<file path="src/hw/mac_slice_pkg.sv">
// Shared constants and types of the multiply-accumulate slice
package mac_slice_pkg;

    // Register byte offsets
    localparam logic [7:0]  CTRL_OFFSET       = 8'h00;
    localparam logic [7:0]  OPERAND_AB_OFFSET = 8'h04;
    localparam logic [7:0]  OPERAND_CD_OFFSET = 8'h08;
    localparam logic [7:0]  RESULT_OFFSET     = 8'h0C;

    // Operand word layout: low half carries A or C, high half B or D
    localparam int          LOW_OPERAND_LSB   = 0;
    localparam int          HIGH_OPERAND_LSB  = 16;

    // Reset values
    localparam logic [15:0] OPERAND_RESET     = 16'h0000;
    localparam logic [31:0] WORD_RESET        = 32'h0000_0000;
    localparam logic [10:0] CTRL_RESET        = 11'h001;

    // Control register, bit 0 upward: enable, four operand freezes,
    // top and bottom input clears, upper accumulator freeze and clear,
    // split mode, accumulate mode
    typedef struct packed {
        logic accumulate;
        logic split_mode;
        logic upper_acc_clear;
        logic upper_acc_freeze;
        logic bottom_input_clear;
        logic top_input_clear;
        logic operand_d_freeze;
        logic operand_c_freeze;
        logic operand_b_freeze;
        logic operand_a_freeze;
        logic slice_clock_enable;
    } ctrl_t;

    // Operand input registers of the slice
    typedef struct packed {
        logic [15:0] a;
        logic [15:0] b;
        logic [15:0] c;
        logic [15:0] d;
    } operands_t;

endpackage : mac_slice_pkg

</file>
<file path="src/hw/mac_slice.sv">
// Multiply-accumulate slice with operand registers, reached over APB
//
// How it works
// - One clock, pclk, drives operand, pipeline and accumulator registers.
// - Slice enable 1 updates slice registers, 0 freezes them; resets enabled.
// - A and B captured in own registers, feeding the multiplier; reset to zero.
// - C and D captured in own registers, feeding only the adder; reset zero.
// - Top clear zeroes A, C and the upper multiplier pipeline half.
// - Bottom clear zeroes B, D, lower pipeline half and product register.
// - Result is full 32-bit product or two 16-bit halves in split mode.
// - Upper accumulator freeze holds bits 31:16; default updates.
// - Upper accumulator clear zeroes bits 31:16; default leaves them.
// - Accumulator is one 32-bit or two independent 16-bit accumulators.
`timescale 1ns/100ps

module mac_slice
    import mac_slice_pkg::*;
(
    // Clock and reset
    input  wire logic        pclk,
    input  wire logic        presetn,
    // APB slave
    input  wire logic        psel,
    input  wire logic        penable,
    input  wire logic        pwrite,
    input  wire logic [7:0]  paddr,
    input  wire logic [31:0] pwdata,
    output logic      [31:0] prdata,
    output logic             pready,
    output logic             pslverr,
    // Slice result
    output logic      [31:0] slice_result
);
    import mac_slice_pkg::*;

    // Multiplier: full 16x16, or two 8x8 products side by side
    function automatic logic [31:0] multiply(input logic [15:0] x,
                                             input logic [15:0] y,
                                             input logic        split);
        logic [15:0] upper;
        logic [15:0] lower;
        upper = {8'h00, x[15:8]} * {8'h00, y[15:8]};
        lower = {8'h00, x[7:0]} * {8'h00, y[7:0]};
        if (split) begin
            multiply = {upper, lower};
        end else begin
            multiply = {16'h0000, x} * {16'h0000, y};
        end
    endfunction : multiply

    // Adder: one 32-bit sum, or two 16-bit sums with no carry between
    function automatic logic [31:0] add(input logic [31:0] x,
                                        input logic [31:0] y,
                                        input logic        split);
        logic [15:0] upper;
        logic [15:0] lower;
        upper = x[31:16] + y[31:16];
        lower = x[15:0] + y[15:0];
        if (split) begin
            add = {upper, lower};
        end else begin
            add = x + y;
        end
    endfunction : add

    // Register file and bus state
    ctrl_t       ctrl;
    ctrl_t       next_ctrl;
    logic [31:0] operand_ab;
    logic [31:0] next_operand_ab;
    logic [31:0] operand_cd;
    logic [31:0] next_operand_cd;
    logic [31:0] next_prdata;
    logic        next_pready;
    logic        next_pslverr;

    // Slice state
    operands_t   operands;
    operands_t   next_operands;
    logic [31:0] stage;
    logic [31:0] next_stage;
    logic [31:0] product;
    logic [31:0] next_product;
    logic [31:0] next_slice_result;

    logic        access;
    logic        write_done;
    logic        mapped;

    assign access     = psel && penable;
    assign write_done = access && pready && pwrite && !pslverr;
    assign mapped     = (paddr == CTRL_OFFSET) || (paddr == OPERAND_AB_OFFSET) ||
                        (paddr == OPERAND_CD_OFFSET) || (paddr == RESULT_OFFSET);

    // Bus answer: one wait cycle, then pready with data and error flag
    always_comb begin
        next_pready  = access && !pready;
        next_pslverr = access && !pready && !mapped;
        next_prdata  = WORD_RESET;
        if (access && !pready && !pwrite) begin
            unique case (paddr)
                CTRL_OFFSET:       next_prdata = {21'h00_0000, ctrl};
                OPERAND_AB_OFFSET: next_prdata = operand_ab;
                OPERAND_CD_OFFSET: next_prdata = operand_cd;
                RESULT_OFFSET:     next_prdata = slice_result;
                default:           next_prdata = WORD_RESET;
            endcase
        end
    end

    // Register writes land on the edge that completes the access
    always_comb begin
        next_ctrl       = ctrl;
        next_operand_ab = operand_ab;
        next_operand_cd = operand_cd;
        if (write_done) begin
            unique case (paddr)
                CTRL_OFFSET:       next_ctrl       = ctrl_t'(pwdata[10:0]);
                OPERAND_AB_OFFSET: next_operand_ab = pwdata;
                OPERAND_CD_OFFSET: next_operand_cd = pwdata;
                default:           next_ctrl       = ctrl;  // Result is read only
            endcase
        end
    end

    // Bus side registers
    always_ff @(posedge pclk or negedge presetn) begin
        if (!presetn) begin
            ctrl       <= ctrl_t'(CTRL_RESET);
            operand_ab <= WORD_RESET;
            operand_cd <= WORD_RESET;
            prdata     <= WORD_RESET;
            pready     <= 1'b0;
            pslverr    <= 1'b0;
        end else begin
            ctrl       <= next_ctrl;
            operand_ab <= next_operand_ab;
            operand_cd <= next_operand_cd;
            prdata     <= next_prdata;
            pready     <= next_pready;
            pslverr    <= next_pslverr;
        end
    end

    // Operand capture with per-register freeze and half clears
    always_comb begin
        next_operands = operands;
        if (ctrl.slice_clock_enable) begin
            if (!ctrl.operand_a_freeze) begin
                next_operands.a = operand_ab[LOW_OPERAND_LSB +: 16];
            end
            if (!ctrl.operand_b_freeze) begin
                next_operands.b = operand_ab[HIGH_OPERAND_LSB +: 16];
            end
            if (!ctrl.operand_c_freeze) begin
                next_operands.c = operand_cd[LOW_OPERAND_LSB +: 16];
            end
            if (!ctrl.operand_d_freeze) begin
                next_operands.d = operand_cd[HIGH_OPERAND_LSB +: 16];
            end
            if (ctrl.top_input_clear) begin
                next_operands.a = OPERAND_RESET;
                next_operands.c = OPERAND_RESET;
            end
            if (ctrl.bottom_input_clear) begin
                next_operands.b = OPERAND_RESET;
                next_operands.d = OPERAND_RESET;
            end
        end
    end

    // Multiplier pipeline: stage halves, then product register
    always_comb begin
        next_stage   = stage;
        next_product = product;
        if (ctrl.slice_clock_enable) begin
            next_stage   = multiply(operands.a, operands.b, ctrl.split_mode);
            next_product = stage;
            if (ctrl.top_input_clear) begin
                next_stage[31:16] = OPERAND_RESET;
            end
            if (ctrl.bottom_input_clear) begin
                next_stage[15:0] = OPERAND_RESET;
                next_product     = WORD_RESET;
            end
        end
    end

    // Accumulator: product plus C and D, with upper half freeze and clear
    always_comb begin
        logic [31:0] base;
        logic [31:0] sum;
        base = ctrl.accumulate ? slice_result : WORD_RESET;
        sum  = add(add(base, product, ctrl.split_mode),
                   {operands.c, operands.d}, ctrl.split_mode);
        next_slice_result = slice_result;
        if (ctrl.slice_clock_enable) begin
            next_slice_result = sum;
            if (ctrl.upper_acc_freeze) begin
                next_slice_result[31:16] = slice_result[31:16];
            end
            if (ctrl.upper_acc_clear) begin
                next_slice_result[31:16] = OPERAND_RESET;
            end
        end
    end

    // Slice registers, all on the one slice clock
    always_ff @(posedge pclk or negedge presetn) begin
        if (!presetn) begin
            operands     <= '0;
            stage        <= WORD_RESET;
            product      <= WORD_RESET;
            slice_result <= WORD_RESET;
        end else begin
            operands     <= next_operands;
            stage        <= next_stage;
            product      <= next_product;
            slice_result <= next_slice_result;
        end
    end

endmodule : mac_slice

</file>
<file path="config.mk">
export PLATFORM = sky130hd
export DESIGN_NAME = mac_slice
export DESIGN_NICKNAME = d
export VERILOG_FILES = /design/src/hw/mac_slice_pkg.sv /design/src/hw/mac_slice.sv
export SDC_FILE = /design/constraint.sdc
export NUM_CORES = 1
export LEC_CHECK = 0
export ABC_AREA = 0
export ABC_CLOCK_PERIOD_IN_PS = 12900
export BUFFER_PORTS_ARGS = -buffer_cell sky130_fd_sc_hd__buf_2
export CORE_MARGIN = 4
export CORE_UTILIZATION = 40
export CTS_CLUSTER_SIZE = 16
export DETAILED_ROUTE_END_ITERATION = 6
export SETUP_SLACK_MARGIN = 0.15
export SLEW_MARGIN = 20
export SYNTH_ARGS = -nofsm -noshare
export SYNTH_HDL_FRONTEND = slang
export SYNTH_SLANG_ARGS = --single-unit
</file>
<file path="constraint.sdc">
create_clock -name pclk -period 12.9 [get_ports pclk]
set_input_delay 0.645 -clock pclk [delete_from_list [all_inputs] [get_ports pclk]]
set_output_delay 0.645 -clock pclk [all_outputs]
set_load 0.01 [all_outputs]
</file>
==> run metrics <==
pin count of the biggest net entering global routing around 190; Lkg Pwr about 15 nW; CTS tree done; WL/cell between 20 and 25 um; total grt overflow 0; top_reg_cell synth dfrtp_1; DIE HEIGHT between 200 and 300 um; syn_nets approximately 3,200; fin cells between 3,000 and 4,000; PwrDens between 60 and 70 nW/um^2; Hold WS about 0.042 ns; Area contributors post-synth dfrtp_1 (26%), fa_1 (20%), ha_1 (11%); DR pass1 iterations 7; # clock sinks ~270; Yosys cell types 76; HPWL Detailed just under 60,000 um; fin crit period 7.01 ns; Hold Vio Cnt, Final 0; PortBufs between 100 and 150; Post-DRT Antenna Nets 0; H-tree depth 1; final count of pins violating max slew 0; Mapped Area 26,000 um^2; CTS root buf clkbuf_16; Via density between 5 and 6; gpl congestion slightly above 0.9; Die X roughly 260 um; Setup TNS 0 ns; WL final ~77,000 um; hold-fix buffers at CTS 0; Slew HR about 32%; Layout area overhead 8.86%; Place WS 6.00 ns; core footprint approximately 64,000 um^2; io pins between 100 and 150; status finished clean; Synth area leader dfrtp_1; # rows a little over 90; min setup slack post-route between 5 and 6 ns; Final Skew approximately 0.019 ns; worst slew pin tran roughly 1 ns; share of synthesized registers carrying an async set or reset between 90% and 100%; Nets between 3,000 and 4,000; Initial DRC Count around 1,400; crit path DAT approximately 7.5 ns; post-synthesis sequential area ratio 25.9%; Max Cap Viol 0; Critical Path Start Type register; Max Freq 143 MHz; Worst R2R Path Depth 21; Clock Latency Late Sink roughly 0.57 ns; CTS Buffer Depth 3; EDFF count, synth 0; initial core utilization about two fifths; Pwr Total roughly 1.8 mW; Post-Layout Inst Area about 28,000 um^2; crit end category register; Resize count post-CTS 0; Die Area 69,100 um^2; CP required ~13 ns; via count approximately 20,000; Post-Synthesis Cells approximately 2,700; clock slew at reported path FFs ~0.07 ns; first-pass GRT wire length between 100,000 and 150,000 um; Post-DP Area 27,200 um^2; vias in the first global route about 20,000; Warnings, synthesis 0; Final Core Density between 40% and 50%; fin crit share a little over half; fraction of layout instances using a drive strength above 1 12.0%; top post-synthesis cells by count inv_1 (410), dfrtp_1 (268), fa_1 (253), nand2_1 (224), ha_1 (222); Setup Buffers After CTS 0; Hold Crit Class in2async; Avg Cell Area, Syn ~9.7 um^2; Global Route Usage Sum 22.0%; post-synthesis register bit count between 200 and 300; Final setup viols 0; RSZ-0062 raised after global routing false; Placed Cells incl. Taps 3,524; CTS buffer count 28; Synth top area share between 20% and 30%; crit path max fanout 18; initial antenna violation count 2; count leader, synth inv_1; crit path kind reg2reg; # DRC 0; maximum vdd drop 0.0943 mV
flip-flops by register name (all words and copies together), names as in the netlist:
name and flops:
operand_ab 32, product 32, operands 64, prdata 32
operand_cd 32, ctrl 11, stage 32, slice_result 32
pready 1, pslverr 1
worst paths after layout:
path	from	end	slack [ns]
max	operands[39]	stage[23]	5.89
min	presetn	slice_result[6]	0.04
max reg2reg	operands[39]	stage[23]	5.89
min reg2reg	pready	pready	0.48
max in group asynchronous	presetn	operands[60]	11.37
min in group pclk	pwdata[7]	ctrl[7]	0.32
cell type report:
type,instances,area (um^2)
fill,6221,36100
multi-input combinational,1861,17200
sequential,269,6740
inverter,411,1550
tap,855,1070
clock buffer,38,820
timing repair buffer,129,736
clock inverter,14,168
antenna,1,2.50
power by group:
group          internal [mW]  switching, mW
sequential             0.845        0.00469
combinational         0.0136         0.0369
clock                  0.509          0.373
total                   1.37          0.414
per-layer routing:
layer  track usage [%]  wire length (um)  vias up
li1                  -                 -     9022
met1              30.8             33900    10200
met2              34.6             35200      618
met3              4.73              5340      136
met4              6.64              2720        2
met5                 0                11        -
cell families after synthesis:
family	Yosys count	share of synthesized area [%]
multiplexers	128	5.98
AND/OR/NAND/NOR	617	11.7
adder cells (fa/ha/maj)	475	30.2
AO/OA/AOI/OAI	543	14.9
flip-flops	269	25.9
buffers and inverters	548	7.93
XOR/XNOR	98	3.31
critical path: stages, from the launching register on:
cell       delay, ns
dfrtp_1         0.83
nand2_1         0.25
fa_1            0.58
inv_1           0.05
fa_1            0.51
inv_1           0.06
fa_1            0.54
inv_1           0.05
fa_1            0.45
fa_1            0.49
inv_1           0.05
fa_1            0.47
inv_1           0.04
ha_1            0.36
and4_1          0.29
nand3_1         0.13
a2111oi_0       0.48
nor3_1          0.26
a21oi_2         0.41
a31oi_1         0.16
xnor2_1         0.14
a221o_1         0.31
cell usage in the layout, fill, tap and decap left out, types with 64 or more instances in the layout:
cell type | Yosys | final
mux2_2 | 108 | 108
and2_1 | 146 | 146
a22oi_1 | 93 | 93
nand2_1 | 224 | 224
buf_2 | 1 | 109
a21oi_1 | 78 | 78
o21ai_0 | 77 | 77
inv_1 | 410 | 410
ha_1 | 222 | 222
fa_1 | 253 | 253
dfrtp_1 | 268 | 266
xnor2_1 | 64 | 64
nor2_1 | 102 | 101
(Power assumes the default switching activity.)
